==> config.mk <==
export PLATFORM = sky130hd
export DESIGN_NAME = pmc_regbank
export DESIGN_NICKNAME = d
export VERILOG_FILES = /design/src/rtl/pmc_phase_step.v /design/src/rtl/pmc_regbank.v
export VERILOG_INCLUDE_DIRS = /design/src /design/src/rtl
export SDC_FILE = /design/constraint.sdc
export NUM_CORES = 1
export LEC_CHECK = 0
export ABC_AREA = 1
export BUFFER_PORTS_ARGS = -buffer_cell sky130_fd_sc_hd__buf_2
export CORE_MARGIN = 2
export CORE_UTILIZATION = 56
export DETAILED_ROUTE_END_ITERATION = 7
export HOLD_SLACK_MARGIN = 0.06
export PLACE_DENSITY = 0.9
export SETUP_SLACK_MARGIN = 0.1
export SLEW_MARGIN = 40
export SYNTH_ARGS = -nofsm -noshare
export SYNTH_HDL_FRONTEND = slang
export SYNTH_HIERARCHICAL = 1
export SYNTH_SLANG_ARGS = --single-unit
==> constraint.sdc <==
create_clock -name ref_clk_i -period 5 [get_ports ref_clk_i]
set_input_delay 1 -clock ref_clk_i [delete_from_list [all_inputs] [get_ports ref_clk_i]]
set_output_delay 1 -clock ref_clk_i [all_outputs]
set_load 0.01 [all_outputs]
==> src/rtl/pmc_regs.vh <==
// Constants for the transceiver miscellaneous control register bank.
// Included by the bank and its phase stepper; definitions only.
`ifndef PMC_REGS_VH
`define PMC_REGS_VH
`define PMC_IDX_TXCPS 9'h042
`define PMC_IDX_PBO 9'h0ae
`define PMC_IDX_VRC 9'h0d0
`define PMC_IDX_CLD 9'h155
`define PMC_IDX_CDS 9'h170
`define PMC_PHASE_MOD 4'ha
`define PMC_PHASE_STEP_NS 4
`define PMC_CLK_NS 40
`define PMC_PBO_RESET 3'h0
`define PMC_PBO_RO_VAL 16'h8020
`define PMC_AVG_RESET 3'h1
`define PMC_CDS_AVG_RESET 3'h6
`define PMC_CDS_RSV11 16'h0800
`define PMC_BIT_PSEN 4
`define PMC_BIT_REGULATOR_POWER_DOWN 15
`define PMC_BIT_START 15
`define PMC_BIT_CROSS 14
`define PMC_BIT_TXBYP 13
`define PMC_BIT_RXBYP 12
`define PMC_BIT_RSV11 11
`endif

==> src/rtl/pmc_phase_step.v <==
// Phase stepper: moves the applied transmit clock phase toward a target.
// Assumes one clock domain and a synchronous active-high reset.
`timescale 1ns/1ns
`default_nettype none
`include "pmc_regs.vh"
module pmc_phase_step (
  // Clock and reset.
  input wire ref_clk_i,
  input wire reset_i,
  // Request.
  input wire start_i,
  input wire [3:0] target_i,
  // State.
  output reg [3:0] phase_o,
  output reg busy_o,
  output reg step_pulse_o,
  output reg step_dir_o
);
  always @(posedge ref_clk_i) begin
    if (reset_i) begin
      phase_o <= 4'h0;
      busy_o <= 1'b0;
      step_pulse_o <= 1'b0;
      step_dir_o <= 1'b0;
    end else begin
      step_pulse_o <= 1'b0;
      if (start_i && !busy_o && target_i != phase_o) begin
        busy_o <= 1'b1;
      end else if (busy_o) begin
        if (target_i == phase_o) begin
          busy_o <= 1'b0;
        end else begin
          step_pulse_o <= 1'b1;
          step_dir_o <= (target_i > phase_o);
          phase_o <= (target_i > phase_o) ? phase_o + 4'h1 : phase_o - 4'h1;
        end
      end
    end
  end
endmodule // pmc_phase_step
`default_nettype wire

==> src/rtl/pmc_regbank.v <==
// Miscellaneous transceiver control register bank behind an APB slave.
// Assumes a 25 MHz clock, synchronous reset, APB master holding requests.
//
// Contract
// - Phase field reports current transmit clock offset in 4 ns steps.
// - New phase moves the clock by 4 ns times the value difference.
// - Written phase above ten is reduced modulo ten.
// - Phase enable bit 4 triggers the shift and clears itself.
// - Phase register bits 15 to 5 ignore writes and read zero.
// - Power back off bits 8 to 6 select normal or levels one to three.
// - Regulator power-down bit 15 powers down regulator and self-clears.
// - Cable-length averaging factor bits 2 to 0, reset 001.
// - Bit 12 read-only transmit pair bypass skips reflectometry when set.
// - Cross-disable bit 14 selects regular-only reflectometry.
// - Averaging bits 10 to 8 select 1 to 64 cycles; 111 reserved.
//
// The APB interface to the registers is this design's own decision.
`timescale 1ns/1ns
`default_nettype none
`include "pmc_regs.vh"
module pmc_regbank (
  // Clock and reset.
  input wire ref_clk_i,
  input wire reset_i,
  // APB slave.
  input wire psel_i,
  input wire penable_i,
  input wire pwrite_i,
  input wire [11:0] paddr_i,
  input wire [31:0] pwdata_i,
  output reg [31:0] prdata_o,
  output reg pready_o,
  output reg pslverr_o,
  // Phase control.
  output reg [3:0] tx_clock_phase_o,
  output reg phase_busy_o,
  output reg phase_step_o,
  output reg phase_step_up_o,
  // Power and regulator.
  output reg [2:0] power_backoff_level_o,
  output reg regulator_power_down_o,
  output reg [3:0] regulator_control_o,
  // Cable diagnostics.
  output reg cable_length_start_o,
  output reg [2:0] cable_length_avg_o,
  output reg tdr_cross_disable_o,
  output reg transmit_pair_bypass_o,
  output reg [2:0] tdr_avg_code_o,
  output reg [6:0] tdr_avg_cycles_o,
  input wire cable_length_valid_i,
  input wire [7:0] cable_length_result_i,
  input wire transmit_pair_bypass_i
);
  localparam ST_IDLE = 1'b0;
  localparam ST_DONE = 1'b1;

  reg state;
  reg [3:0] phase_target;
  reg phase_start;
  reg [2:0] pbo;
  reg vr_pd;
  reg [10:0] vr_rsv;
  reg [3:0] vr_ctl;
  reg [2:0] cl_avg;
  reg [7:0] cl_result;
  reg cl_bypass;
  reg cds_cross;
  reg cds_txbyp;
  reg cds_rsv11;
  reg [2:0] cds_avg;
  reg [31:0] next_rdata;
  reg next_err;
  wire [3:0] applied_phase;
  wire step_busy;
  wire step_pulse;
  wire step_dir;
  wire wr_en;
  wire [8:0] idx;

  // Maps an averaging code to the number of reflectometry cycles.
  function [6:0] avg_cycles;
    input [2:0] code;
    begin
      if (code == 3'h7) begin
        avg_cycles = 7'h00;
      end else begin
        avg_cycles = 7'h01 << code;
      end
    end
  endfunction

  // Decodes whether a register index is mapped.
  function is_mapped;
    input [8:0] i;
    begin
      is_mapped = (i == `PMC_IDX_TXCPS) || (i == `PMC_IDX_PBO) || (i == `PMC_IDX_VRC) ||
        (i == `PMC_IDX_CLD) || (i == `PMC_IDX_CDS);
    end
  endfunction

  // Reduces a written phase into the legal range.
  function [3:0] phase_fold;
    input [3:0] v;
    begin
      phase_fold = (v > `PMC_PHASE_MOD) ? v % `PMC_PHASE_MOD : v;
    end
  endfunction

  assign idx = paddr_i[10:2];
  // A write lands at the edge where the master sees pready high, not before.
  assign wr_en = psel_i && penable_i && pwrite_i && (state == ST_DONE) && (paddr_i[11] == 1'b0) &&
    (paddr_i[1:0] == 2'h0) && is_mapped(idx);

  pmc_phase_step u_step (
    .ref_clk_i(ref_clk_i),
    .reset_i(reset_i),
    .start_i(phase_start),
    .target_i(phase_target),
    .phase_o(applied_phase),
    .busy_o(step_busy),
    .step_pulse_o(step_pulse),
    .step_dir_o(step_dir)
  );

  // Read data mux and error decode.
  always @* begin
    next_rdata = 32'h0;
    next_err = (paddr_i[11] != 1'b0) || (paddr_i[1:0] != 2'h0) || !is_mapped(idx);
    case (idx)
      `PMC_IDX_TXCPS: begin
        next_rdata[3:0] = applied_phase;
      end
      `PMC_IDX_PBO: begin
        next_rdata[15:0] = `PMC_PBO_RO_VAL | {7'h0, pbo, 6'h0};
      end
      `PMC_IDX_VRC: begin
        next_rdata[15:0] = {vr_pd, vr_rsv, vr_ctl};
      end
      `PMC_IDX_CLD: begin
        next_rdata[15:0] = {1'b0, 2'h0, cl_bypass, cl_result, 1'b0, cl_avg};
      end
      `PMC_IDX_CDS: begin
        next_rdata[15:0] = {1'b0, cds_cross, cds_txbyp, transmit_pair_bypass_i, cds_rsv11,
          cds_avg, 8'h0};
      end
      default: begin
        next_rdata = 32'h0;
      end
    endcase
  end

  // APB handshake: answer one cycle after the access phase starts.
  always @(posedge ref_clk_i) begin
    if (reset_i) begin
      state <= ST_IDLE;
      pready_o <= 1'b0;
      pslverr_o <= 1'b0;
      prdata_o <= 32'h0;
    end else begin
      case (state)
        ST_IDLE: begin
          pready_o <= 1'b0;
          pslverr_o <= 1'b0;
          if (psel_i && penable_i) begin
            state <= ST_DONE;
            pready_o <= 1'b1;
            pslverr_o <= next_err;
            prdata_o <= pwrite_i ? 32'h0 : next_rdata;
          end
        end
        ST_DONE: begin
          state <= ST_IDLE;
          pready_o <= 1'b0;
          pslverr_o <= 1'b0;
        end
        default: begin
          state <= ST_IDLE;
        end
      endcase
    end
  end

  // Register writes and self-clearing controls.
  always @(posedge ref_clk_i) begin
    if (reset_i) begin
      phase_target <= 4'h0;
      phase_start <= 1'b0;
      pbo <= `PMC_PBO_RESET;
      vr_pd <= 1'b0;
      vr_rsv <= 11'h0;
      vr_ctl <= 4'h0;
      cl_avg <= `PMC_AVG_RESET;
      cl_result <= 8'h0;
      cl_bypass <= 1'b0;
      cds_cross <= 1'b0;
      cds_txbyp <= 1'b0;
      cds_rsv11 <= 1'b1;
      cds_avg <= `PMC_CDS_AVG_RESET;
      cable_length_start_o <= 1'b0;
      regulator_power_down_o <= 1'b0;
    end else begin
      phase_start <= 1'b0;
      cable_length_start_o <= 1'b0;
      vr_pd <= 1'b0;
      regulator_power_down_o <= 1'b0;
      cl_bypass <= transmit_pair_bypass_i;
      if (cable_length_valid_i) begin
        cl_result <= cable_length_result_i;
      end
      if (wr_en) begin
        case (idx)
          `PMC_IDX_TXCPS: begin
            if (pwdata_i[`PMC_BIT_PSEN]) begin
              phase_target <= phase_fold(pwdata_i[3:0]);
              phase_start <= 1'b1;
            end
          end
          `PMC_IDX_PBO: begin
            pbo <= pwdata_i[8:6];
          end
          `PMC_IDX_VRC: begin
            vr_pd <= pwdata_i[`PMC_BIT_REGULATOR_POWER_DOWN];
            regulator_power_down_o <= pwdata_i[`PMC_BIT_REGULATOR_POWER_DOWN];
            vr_rsv <= pwdata_i[14:4];
            vr_ctl <= pwdata_i[3:0];
          end
          `PMC_IDX_CLD: begin
            cl_avg <= pwdata_i[2:0];
            cable_length_start_o <= pwdata_i[`PMC_BIT_START];
          end
          `PMC_IDX_CDS: begin
            cds_cross <= pwdata_i[`PMC_BIT_CROSS];
            cds_txbyp <= pwdata_i[`PMC_BIT_TXBYP];
            cds_rsv11 <= pwdata_i[`PMC_BIT_RSV11];
            cds_avg <= pwdata_i[10:8];
          end
          default: begin
            pbo <= pbo;
          end
        endcase
      end
    end
  end

  // Registered copies of control state for the analog side.
  always @(posedge ref_clk_i) begin
    if (reset_i) begin
      tx_clock_phase_o <= 4'h0;
      phase_busy_o <= 1'b0;
      phase_step_o <= 1'b0;
      phase_step_up_o <= 1'b0;
      power_backoff_level_o <= `PMC_PBO_RESET;
      regulator_control_o <= 4'h0;
      cable_length_avg_o <= `PMC_AVG_RESET;
      tdr_cross_disable_o <= 1'b0;
      transmit_pair_bypass_o <= 1'b0;
      tdr_avg_code_o <= `PMC_CDS_AVG_RESET;
      tdr_avg_cycles_o <= 7'h40;
    end else begin
      tx_clock_phase_o <= applied_phase;
      phase_busy_o <= step_busy || phase_start;
      phase_step_o <= step_pulse;
      phase_step_up_o <= step_dir;
      power_backoff_level_o <= pbo;
      regulator_control_o <= vr_ctl;
      cable_length_avg_o <= cl_avg;
      tdr_cross_disable_o <= cds_cross;
      transmit_pair_bypass_o <= cds_txbyp;
      tdr_avg_code_o <= cds_avg;
      tdr_avg_cycles_o <= avg_cycles(cds_avg);
    end
  end
endmodule // pmc_regbank
`default_nettype wire

# Yosys cells after proc, flatten, opt, wreduce, memory -nomap -nowiden
# Index checks and enable logic that the tools add are counted.
word_totals:
  reg_bits: 113
  inputBits: 59
  output_inout_bits: 65
  wordCells: 100
op_classes:
  addsub: 2
  shifts: 1
  n_eq_ne: 8
  order_cmp: 2
  reduce_logical: 31
  bitwise: 8
  div: 1
  muxes: 14
op_table:
  columns: ["op", "n"]
  rows:
  - ["$pmux 12 s4", 1]
  - ["$eq 9x8->1 const B", 2]
  - ["$eq 9x9->1 const B", 2]
  - ["$mux 16", 1]
  - ["$pmux 4 s3", 1]
  - ["$reduce_and 2->1", 5]
  - ["$eq 9x7->1 const B", 1]
  - ["$reduce_or 3->1", 3]
  - ["$logic_and 1x1->1", 8]
  - ["$mux 4", 2]
  - ["$not 1->1", 8]
  - ["$logic_or 1x1->1", 7]
  - ["$mux 7", 1]
  - ["$shl 1x3->7 const A", 1]
  - ["$mux 1", 6]
  - ["$reduce_and 3->1", 2]
  - ["$add 4x1->4 const B", 1]
  - ["$eq 4x4->1", 1]
  - ["$gt 4x4->1", 1]
  - ["$gt 4x4->1 const B", 1]
  - ["$mod 4x4->4 const B", 1]
  - ["$ne 4x4->1", 1]
  - ["$pmux 1 s2", 2]
  - ["$reduce_or 2->1", 2]
  - ["other kinds (5)", 6]

# Logic depth before layout (Yosys ltp)
# Gate-level depths: netlist (run 1).
logic_depth:
  depth_word: 9
  mapped_depth: 16
  mapped_depth_nobuf: 16

# By module
# The synthesis (run 1) kept the hierarchy.
by_module_without_submodules:
  columns: ["mod", "instances", "area_per_inst_um2", "seq_area_each_um2", "cells_per_inst"]
  rows:
  - ["pmc_regbank", 1, 3882.5, 1801.7, 546]
  - ["pmc_phase_step", 1, 449.2, 140.1, 57]

# Least setup slack after synthesis (run 1)
# No wires, ideal clock.
synth_timing:
  path_kind: "input port to flip-flop"
  start: "input paddr_i[2]"
  end: "register vr_rsv[2]"
  cell_stages: 9
  arrival_time_ps: 2030
  setup_slack_ps: 2860
  path_cell_list: "nor2_1 -> nand2_1 -> nor2_4 -> nor2_1 -> nand3_4 -> buf_2 -> nand4_1 -> nand2_1 -> nor2_1"
synth_via:
  elab_chain_len: 7
synth_rtl:
  columns: ["element", "line_no", "text"]
  rows:
  - ["start, declared", "pmc_regbank.v:29", "input wire [11:0] paddr_i,"]
  - ["$eq 9x7->1 or $eq 9x8->1 (tied branches)", null, null]
  - ["$logic_or 1x1->1 (4 in series)", "pmc_regbank.v:96", "is_mapped = (i == `PMC_IDX_TXCPS) || (i == `PMC_IDX_PBO) || (i == `PMC_IDX_VRC) ||"]
  - ["$logic_and 1x1->1", "pmc_regbank.v:112", "(paddr_i[1:0] == 2'h0) && is_mapped(idx);"]
  - ["$reduce_and 2->1 (no source line) *", null, null]
  - ["end signal, assigned", "pmc_regbank.v:224", "vr_rsv <= pwdata_i[14:4];"]
  - ["end, declared", "pmc_regbank.v:62", "reg [10:0] vr_rsv;"]
# Mark *: on every way between the ends. The rest lies on a longest branch, timed or not.
# A chain may end at the register's enable or synchronous reset.

# Worst setup path after layout (run 1)
layout_timing:
  start: "input paddr_i[8]"
  end: "register cds_avg[0]"
layout_via:
  elab_chain_len: 7
layout_rtl:
  columns: ["element", "line_no", "text"]
  rows:
  - ["$eq 9x7->1 or $eq 9x8->1 (tied branches)", null, null]
  - ["$logic_or 1x1->1 (4 in series)", "pmc_regbank.v:96", null]
  - ["$logic_and 1x1->1", "pmc_regbank.v:112", null]
  - ["$reduce_and 2->1 (no source line) *", null, null]
  - ["end signal, assigned", "pmc_regbank.v:198", "cds_avg <= `PMC_CDS_AVG_RESET;"]
  - ["end signal, assigned", "pmc_regbank.v:235", "cds_avg <= pwdata_i[10:8];"]
  - ["end, declared", "pmc_regbank.v:70", "reg [2:0] cds_avg;"]
# Marks and branches as above.

==> impl_metrics.csv, run 1 <==
group,metric,value,unit
synthesis,yosys.area.top_type,"dfxtp_1",
cts,ctsResizeCount,0,
worst_hold_path,min_path_type,"reg -> reg",
timing,finalSetupTns,0,ns
timing,setup_ws,2.27,ns
placement,dpl_cell_area,4770,sq um
final_layout,syn2layout_area_growth,14.4,%
cts,clock_sinks,97,
final_layout,stdcell_count,793,
floorplanning,dieArea,8450,sq um
synthesis,synth_top_area_share,44.8,%
floorplanning,fp-row-count,32,
outcome,status,"finished clean",
placement,io_buffer_count,91,
global_route,grt_max_degree,46,
timing,period_share,54.6,%
critical_path,cp_num_buf_inv,3,
placement,dpl_worst_slack,1.97,ns
floorplanning,die_width,92.0,um
final_layout,final_cell_area,4960,sq um
synthesis,syn_inst,603,
synthesis,synth-seq-cells,97,
floorplanning,die_height,92.0,um
timing,min_period,2.73,ns
timing,hold_viol,0,
global_route,antenna_found_initial,0,
placement,gp_congestion,0.905,
pwr,ir_worst_vdd,151,uV
synthesis,ys_seq_area_share,44.8,%
critical_path,cp.required,5.32,ns
cts,root_buffer,"clkbuf_8",
detailed_routing,first_pass_iters,6,
detailed_routing,viasPerCell,5.09,
final_layout,drive_gt1_share,19.2,%
final_layout,antenna_cells,0,
detailed_routing,drc,0,
global_route,gr-usage-all-layers,23.8,%
critical_path,crit_path_start_kind,"input port",
synthesis,yosysUniqueCellTypes,32,
critical_path,endpoint_kind,"flop",
pwr,cellPowerDensity,271,nW/um^2
cts,h-tree-depth,3,
synthesis,synth.cell_area,4330,sq um
critical_path,crit_family,"simple AND/OR/NAND/NOR gates",
global_route,grt_pass1_wl,16200,um
global_route,grt_pass1_vias,3541,
timing,skew,0.0128,ns
critical_path,worst-r2r-setup-slack,2.70,ns
cts,clock_path_buffers,2,
final_layout,fillers,637,
cts,numCtsBuffers,9,
synthesis,yosys-top-cells-area,"dfxtp_1, nand2_1, inv_1, nor2_1, nand4_1",
cts,cts_setup_buffers,0,
floorplanning,initial_core_util,56.9,%
critical_path,path_class,"in -> reg",
placement,placed_cells,777,
timing,finalMaxSlewViolations,0,
cts,cts_tree,"built",
timing,hold-worst-slack,0.407,ns
cts,clock_latency,0.38,ns
final_layout,multiInputGateArea,1850,sq um
timing,relSlewSlack,52.3,%
final_layout,fin_nets,753,
detailed_routing,drt_iter0_drc,392,
critical_path,crit_chain,"buf_2, inv_1, nor2_4, nand2_1, nor2_2, nor2_2, nand3_4, nand3_1, nand2_1, inv_1, nor2_1",
pwr,p_leak,2.39,nW
timing,clock.fmax,366,MHz
detailed_routing,ant_nets,0,
global_route,grt_overflow,0,
cts,clk_pin_slew_worst_paths,0.10,ns
detailed_routing,vias,4038,
cts,cts-hold-fix-buffers,0,
timing,setup_viol,0,
run,maxCapViolations,0,
critical_path,crit_fanout,32,
floorplanning,ioPinCount,124,
detailed_routing,wl_per_cell,12.4,um
pwr,finalPower,1.34,mW
timing,worst_slew_pin_slew,0.715,ns
final_layout,utilization,65.2,%
critical_path,critPathSlowestCell,"nor2_2",
final_layout,seq_area,1940,sq um
critical_path,slowest_delay,0.58,ns
synthesis,ys_warn_count,6,
synthesis,syn_area_per_cell,7.18,sq um
critical_path,worst-endpoint-arrival,3.05,ns
timing,rsz0062_at_grt,"no",
detailed_routing,routed_wl,9870,um
floorplanning,core,7610,sq um
placement,dp_hpwl,7040,um
==> state kept, by name, indices dropped and copies added, names as in the netlist, 4 cells and up <==
| signal | count |
|---|---|
| cl_result | 8 |
| phase_target | 4 |
| prdata_o | 16 |
| regulator_control_o | 4 |
| tdr_avg_cycles_o | 7 |
| tx_clock_phase_o | 4 |
| u_step/phase_o | 4 |
| vr_ctl | 4 |
| vr_rsv | 11 |
==> cell usage in the layout, fill, tap and decap left out, types with 3 or more instances in the layout <==
master / n
nand2_1: 125
dfxtp_1: 97
inv_1: 96
buf_2: 91
nor2_1: 89
nand3_1: 29
nand4_1: 29
o21ai_0: 25
a21oi_1: 25
conb_1: 16
clkbuf_8: 9
ha_1: 7
nor2_2: 6
nor2_4: 5
nor3_1: 5
inv_2: 4
o211ai_1: 4
nand3_2: 3
o22ai_1: 3
==> layer usage <==
layer	wire, um	vias up	global-route usage [%]
met5	0	-	0
met4	184	0	8.58
met3	749	21	5.26
met2	4500	187	37.7
met1	4440	1809	31.9
li1	-	2021	-
==> synthesized netlist by cell type <==
library cell,count
o21ai_1,2
nand3_1,29
buf_6,2
nand3_4,2
nand3_2,3
o211a_1,1
conb_1,1
nor3_1,5
dfxtp_1,97
buf_2,5
nand4_1,29
o22ai_1,3
inv_2,3
inv_1,97
o211ai_1,4
nand2_2,2
a31oi_1,1
xnor2_1,1
nor2_2,6
ha_1,7
a211oi_1,1
nor2_1,89
nor2_4,5
a21oi_1,25
nand2_1,125
fa_1,1
o21ai_0,25
or2_2,2
buf_4,16
nor4_1,1
clkbuf_1,10
buf_1,3
==> area by class of cell <==
type,instances,share of cell area (%)
multi-input cells,385,37.4
clock buffers,9,2.50
flip-flops and latches,97,39.2
well taps,102,2.57
repair buffers,93,9.49
inverters,100,7.57
clock inverters,7,1.29
==> cells by family (layout without fill, tap and decap cells) <==
kind of cell / Yosys count / count (layout) / synth area share, %
xor+xnor: 1 / 1 / 0.202
fa+ha+maj: 8 / 8 / 2.48
flops: 97 / 97 / 44.8
other cells: 1 / 16 / 0.0866
simple gates: 298 / 298 / 31.1
buf+inv: 136 / 209 / 13.7
compound gates: 62 / 62 / 7.68
==> worst min-delay path: cells and delay by family, from the launching register on <==
family                 cells  cell delay, ns
flip-flops                 1            0.31
AND/OR/NAND/NOR            1            0.03
buffers and inverters      1            0.04
==> where the power goes <==
part	internal, mW	switching (mW)
logic	0.0246	0.0539
clock network	0.189	0.297
registers	0.777	0.00276
==> final timing paths <==
path | startpoint | cells past startpoint | endpoint
worst max-delay path | paddr_i[8] | 11 | cds_avg[0]
worst min-delay path | u_step/step_pulse_o | 2 | phase_step_o
worst max register to register | u_step/phase_o[1] | 14 | u_step/phase_o[3]
worst min register to register | u_step/step_pulse_o | 2 | phase_step_o
Power figures use the tool's default switching activity.
==> run 2, diff against run 1 <==
--- a/config.mk
+++ b/config.mk
@@ -9,10 +9,10 @@
 export ABC_AREA = 1
 export BUFFER_PORTS_ARGS = -buffer_cell sky130_fd_sc_hd__buf_2
 export CORE_MARGIN = 2
-export CORE_UTILIZATION = 56
+export CORE_UTILIZATION = 47
 export DETAILED_ROUTE_END_ITERATION = 7
 export HOLD_SLACK_MARGIN = 0.06
-export PLACE_DENSITY = 0.9
+export PLACE_DENSITY = 0.81
 export SETUP_SLACK_MARGIN = 0.1
 export SLEW_MARGIN = 40
 export SYNTH_ARGS = -nofsm -noshare
==> constraint.sdc (replaced) <==
create_clock -name ref_clk_i -period 2.4 [get_ports ref_clk_i]
set_input_delay 0.48 -clock ref_clk_i [delete_from_list [all_inputs] [get_ports ref_clk_i]]
set_output_delay 0.48 -clock ref_clk_i [all_outputs]
set_load 0.01 [all_outputs]
==> run 2 against run 1 <==
  * Sequential power up 110%
  * Largest cell class unchanged
  * Count of clock-buffer cells in the layout grew 3
  * Via count is 0.92% lower
  * Highest routed layer unchanged
  * Final area grew 2.1%
  * Sequential cell count unchanged
  * Clock power is 120% higher
  * Clock skew decreased by 0.0029 ns
  * Register-to-register slack got worse by 2.4 ns
==> impl_metrics.csv, run 2 (synthesis results as in run 1) <==
group,metric,value,unit
outcome,status,"finished clean",
cts,clock_sinks,97,
timing,clock.fmax,472,MHz
floorplanning,fp-row-count,35,
detailed_routing,wl_per_cell,12.6,um
critical_path,path_class,"reg -> reg",
cts,h-tree-depth,3,
floorplanning,initial_core_util,47.6,%
global_route,grt_pass1_vias,3655,
global_route,grt_pass1_wl,16400,um
cts,clk_pin_slew_worst_paths,0.09,ns
cts,clock_latency,0.36,ns
floorplanning,core,9110,sq um
detailed_routing,vias,4001,
global_route,antenna_found_initial,0,
cts,cts-hold-fix-buffers,0,
final_layout,top_regs,"prdata_o: 16 flops, vr_rsv: 11 flops, cl_result: 8 flops",
placement,dp_hpwl,7360,um
detailed_routing,routed_wl,10200,um
critical_path,worst-r2r-setup-slack,0.28,ns
floorplanning,die_width,100,um
cts,numCtsBuffers,9,
detailed_routing,ant_nets,0,
placement,placed_cells,794,
final_layout,largest_reg_flops,16,
global_route,grt_max_degree,45,
placement,dpl_worst_slack,0.180,ns
detailed_routing,viasPerCell,4.94,
timing,hold_viol,0,
run,maxCapViolations,0,
timing,relSlewSlack,66.7,%
critical_path,endpoint_kind,"flop",
final_layout,mostFrequentLayoutCell,"nand2_1",
timing,finalMaxSlewViolations,0,
global_route,gr-usage-all-layers,20.3,%
timing,rsz0062_at_grt,"no",
timing,setup_ws,0.281,ns
detailed_routing,drc,0,
cts,cts_setup_buffers,0,
final_layout,final_cell_mix,"nand2_1, inv_1, dfxtp_1, buf_2, nor2_1",
floorplanning,die_height,100,um
timing,setup_viol,0,
final_layout,syn2layout_area_growth,16.8,%
timing,finalSetupTns,0,ns
placement,gp_congestion,0.841,
worst_hold_path,min_path_type,"in -> reg",
critical_path,cp.required,2.66,ns
detailed_routing,first_pass_iters,5,
final_layout,antenna_cells,0,
cts,clock_path_buffers,2,
floorplanning,dieArea,10000,sq um
detailed_routing,drt_iter0_drc,196,
final_layout,drive_gt1_share,20.5,%
cts,cts_tree,"built",
global_route,grt_overflow,0,
placement,io_buffer_count,91,
critical_path,crit_fanout,4,
timing,skew,0.00991,ns
critical_path,worst-endpoint-arrival,2.38,ns
cts,ctsResizeCount,0,
cts,root_buffer,"clkbuf_8",
timing,period_share,88.3,%
pwr,ir_worst_vdd,316,uV
final_layout,stdcell_count,810,
final_layout,fin_nets,761,
floorplanning,ioPinCount,124,
timing,min_period,2.12,ns
pwr,cellPowerDensity,568,nW/um^2
pwr,finalPower,2.87,mW
final_layout,top_register,"prdata_o",
timing,worst_slew_pin_slew,0.495,ns
pwr,p_leak,2.44,nW
critical_path,crit_path_start_kind,"flop",
run 2: layout make-up:
type	instances	area (sq um)
Clock inverter	4	51.3
Tap cell	111	139
Inverter	100	375
Timing Repair Buffer	101	531
Sequential cell	97	1950
Fill cell	856	4050
Multi-Input combinational cell	385	1870
Clock buffer	12	145
run 2: worst paths after layout:
| check | start | to | depth (start not counted) |
|---|---|---|---|
| max | u_step/phase_o[3] | u_step/phase_o[3] | 13 |
| min | cable_length_result_i[1] | cl_result[1] | 3 |
| max reg2reg | u_step/phase_o[3] | u_step/phase_o[3] | 13 |
| min reg2reg | u_step/step_pulse_o | phase_step_o | 2 |
run 2: critical path, cell delays in order, from the launching register on:
cell and delay (ns):
dfxtp_2 0.36, inv_1 0.05, ha_1 0.31, nand2_2 0.09, nor2_4 0.15, inv_1 0.07, nand2_2 0.13, ha_4 0.23
a21oi_1 0.15, nand2_1 0.08, nand2_1 0.08, nand2_1 0.07, a21oi_1 0.17, nor2_1 0.06
run 2: metal layers:
metal	global-route usage, %	wire, um	vias up
li1	-	-	2033
met3	3.41	537	21
met4	8.01	227	0
met1	26.1	4550	1828
met5	0	0	-
met2	34.1	4880	119
run 2: power by group:
group | internal, mW | switching (mW)
Sequential | 1.62 | 0.00633
Combinational | 0.0534 | 0.113
Clock | 0.514 | 0.569
Total | 2.19 | 0.689
run 2: stage by stage:
step,util [%],hold slack [ns],area [sq um]
after floorplan,-,0.388,4390
after global placement,53.1,0.391,4840
after detailed placement,53.1,0.405,4840
after CTS,55.3,0.334,5040
after global routing,55.5,0.335,5060
final,55.5,0.339,5060
==> run 3, diff against run 2 <==
--- a/config.mk
+++ b/config.mk
@@ -9,10 +9,11 @@
 export ABC_AREA = 1
 export BUFFER_PORTS_ARGS = -buffer_cell sky130_fd_sc_hd__buf_2
 export CORE_MARGIN = 2
-export CORE_UTILIZATION = 47
+export CORE_UTILIZATION = 30
+export CTS_CLUSTER_DIAMETER = 30
 export DETAILED_ROUTE_END_ITERATION = 7
 export HOLD_SLACK_MARGIN = 0.06
-export PLACE_DENSITY = 0.81
+export PLACE_DENSITY = 0.58
 export SETUP_SLACK_MARGIN = 0.1
 export SLEW_MARGIN = 40
 export SYNTH_ARGS = -nofsm -noshare
==> run 3 against run 2 <==
  * Power grew 14%
  * Die area is 54% higher
  * Count of clock-buffer cells in the layout decreased by 3
  * Utilization down 18 points
  * Final area is 4.2% higher
  * Wire length rose by 4.8%
  * First-iteration DRC count increased by 19%
  * Global-route usage fell by 6.1 points
  * Hold slack better by 0.019 ns
  * Non-clock buffer count up 4
  * Critical path type unchanged
==> impl_metrics.csv, run 3 (synthesis results as in run 1) <==
group,metric,value,unit
floorplanning,initial_core_util,31.0,%
final_layout,antenna_cells,0,
floorplanning,dieArea,15400,sq um
critical_path,worst-endpoint-arrival,2.34,ns
detailed_routing,drc,0,
timing,period_share,87.9,%
global_route,gr-usage-all-layers,14.2,%
placement,io_buffer_count,91,
critical_path,slowest_delay,0.36,ns
critical_path,worst-r2r-setup-slack,0.29,ns
run,maxCapViolations,0,
timing,skew,0.00810,ns
detailed_routing,first_pass_iters,5,
global_route,grt_overflow,0,
cts,clock_sinks,97,
final_layout,final_cell_area,5270,sq um
placement,dpl_cell_area,4960,sq um
floorplanning,die_height,124,um
timing,min_period,2.11,ns
cts,clk_pin_slew_worst_paths,0.07,ns
timing,hold-worst-slack,0.357,ns
worst_hold_path,hold_path_end,"cl_result[2]",
final_layout,top_regs,"prdata_o: 16 flops, vr_rsv: 11 flops, cl_result: 8 flops",
detailed_routing,ant_nets,0,
global_route,grt_pass1_vias,3304,
timing,finalSetupTns,0,ns
global_route,grt_pass1_wl,16800,um
pwr,p_leak,2.51,nW
timing,clock.fmax,474,MHz
cts,cts-hold-fix-buffers,0,
worst_hold_path,hp-start,"cable_length_result_i[2]",
timing,finalMaxSlewViolations,0,
worst_hold_path,min_path_type,"in -> reg",
timing,hold_viol,0,
final_layout,final_cell_mix,"nand2_1, inv_1, dfxtp_1, buf_2, nor2_1",
timing,setup_viol,0,
final_layout,syn2layout_area_growth,21.8,%
floorplanning,ioPinCount,124,
final_layout,mostFrequentLayoutCell,"nand2_1",
outcome,status,"finished clean",
cts,cts_tree,"built",
cts,clock_latency,0.34,ns
critical_path,crit_chain,"inv_1, ha_1, nand2_2, inv_1, nand2_1, nand2_1, nand2_2, ha_1, a21oi_1, nand2_1, nand2_1, nand2_1, a21oi_1, nor2_1",
pwr,cellPowerDensity,624,nW/um^2
placement,dp_hpwl,8100,um
detailed_routing,vias,3798,
pwr,ir_worst_vdd,352,uV
final_layout,fillers,1525,
cts,cts_setup_buffers,0,
floorplanning,core,14000,sq um
floorplanning,die_width,124,um
placement,gp_congestion,0.818,
cts,h-tree-depth,3,
global_route,antenna_found_initial,1,
critical_path,crit_path_start_kind,"flop",
detailed_routing,viasPerCell,4.30,
critical_path,crit_fanout,4,
critical_path,reg2reg_to,"u_step/phase_o[3]",
global_route,grt_max_degree,45,
cts,numCtsBuffers,9,
critical_path,critPathMostFrequentCell,"nand2_1",
timing,rsz0062_at_grt,"no",
final_layout,drive_gt1_share,20.9,%
cts,root_buffer,"clkbuf_16",
detailed_routing,wl_per_cell,12.1,um
final_layout,largest_reg_flops,16,
critical_path,path_class,"reg -> reg",
critical_path,r2r-start,"u_step/phase_o[3]",
detailed_routing,drt_iter0_drc,233,
final_layout,fin_nets,765,
critical_path,ff2ff_path_depth,14,
final_layout,multiInputGateArea,1860,sq um
critical_path,cp.required,2.63,ns
timing,relSlewSlack,58.1,%
cts,ctsResizeCount,0,
final_layout,seq_area,1940,sq um
worst_hold_path,hold_depth,3,
cts,clock_path_buffers,2,
detailed_routing,routed_wl,10700,um
critical_path,endpoint_kind,"flop",
floorplanning,fp-row-count,43,
timing,worst_slew_pin_slew,0.622,ns
critical_path,critPathSlowestCell,"dfxtp_2",
final_layout,top_register,"prdata_o",
[run 3: area by class of cell]
class                   instances  area share, %
clock buffers                   9           4.27
clock inverters                 7           1.61
inverters                     100           7.12
multi-input cells             385           35.2
flip-flops and latches         97           36.9
well taps                     180           4.27
repair buffers                105           10.6
[run 3: stage by stage]
stage / setup slack (ns) / cells / power, mW / util [%]
floorplan: 0.459 / 618 / 1.78 / -
global placement: 0.298 / 867 / 1.83 / 35.4
detailed placement: 0.270 / 867 / 1.83 / 35.4
CTS: 0.248 / 883 / 3.34 / 37.7
global route: 0.129 / 883 / 3.42 / 37.7
finish: 0.291 / 883 / 3.29 / 37.7
[run 3: how the worst max path moves through the flow]
| stage | start | to | slack, ns | cells after the start |
|---|---|---|---|---|
| 2_1_floorplan | u_step/phase_o[1] | u_step/phase_o[3] | 0.46 | 13 |
| 3_3_place_gp | u_step/phase_o[1] | u_step/phase_o[3] | 0.30 | 13 |
| 3_5_place_dp | u_step/phase_o[1] | u_step/phase_o[3] | 0.27 | 13 |
| 4_1_cts | u_step/phase_o[3] | u_step/phase_o[3] | 0.25 | 12 |
| 5_1_grt | u_step/phase_o[2] | u_step/phase_o[3] | 0.13 | 14 |
| 6_report | u_step/phase_o[3] | u_step/phase_o[3] | 0.29 | 14 |
[run 3: layer usage]
layer  global-route usage, %  vias to the layer above  share of wire (%)
met5                       0                        -               0.12
met4                    4.71                        2                1.5
met3                    3.66                       13                6.8
met2                    20.0                      100                 41
met1                    20.9                     1641                 51
li1                        -                     2042                  -
[run 3: worst max-delay path: cells and delay by family (launching register included)]
kind,cells,cell delay (ns)
AOI/OAI and AO/OA,2,0.31
adders and majority gates,2,0.65
buffers and inverters,2,0.11
DFF,1,0.36
and+or+nand+nor,8,0.59
[run 3: report_power, final]
group / switching [mW] / total [mW] / internal [mW]
clock network: 0.663 / 1.49 / 0.830
registers: 0.00612 / 1.63 / 1.62
logic: 0.114 / 0.170 / 0.0563
total: 0.783 / 3.29 / 2.51
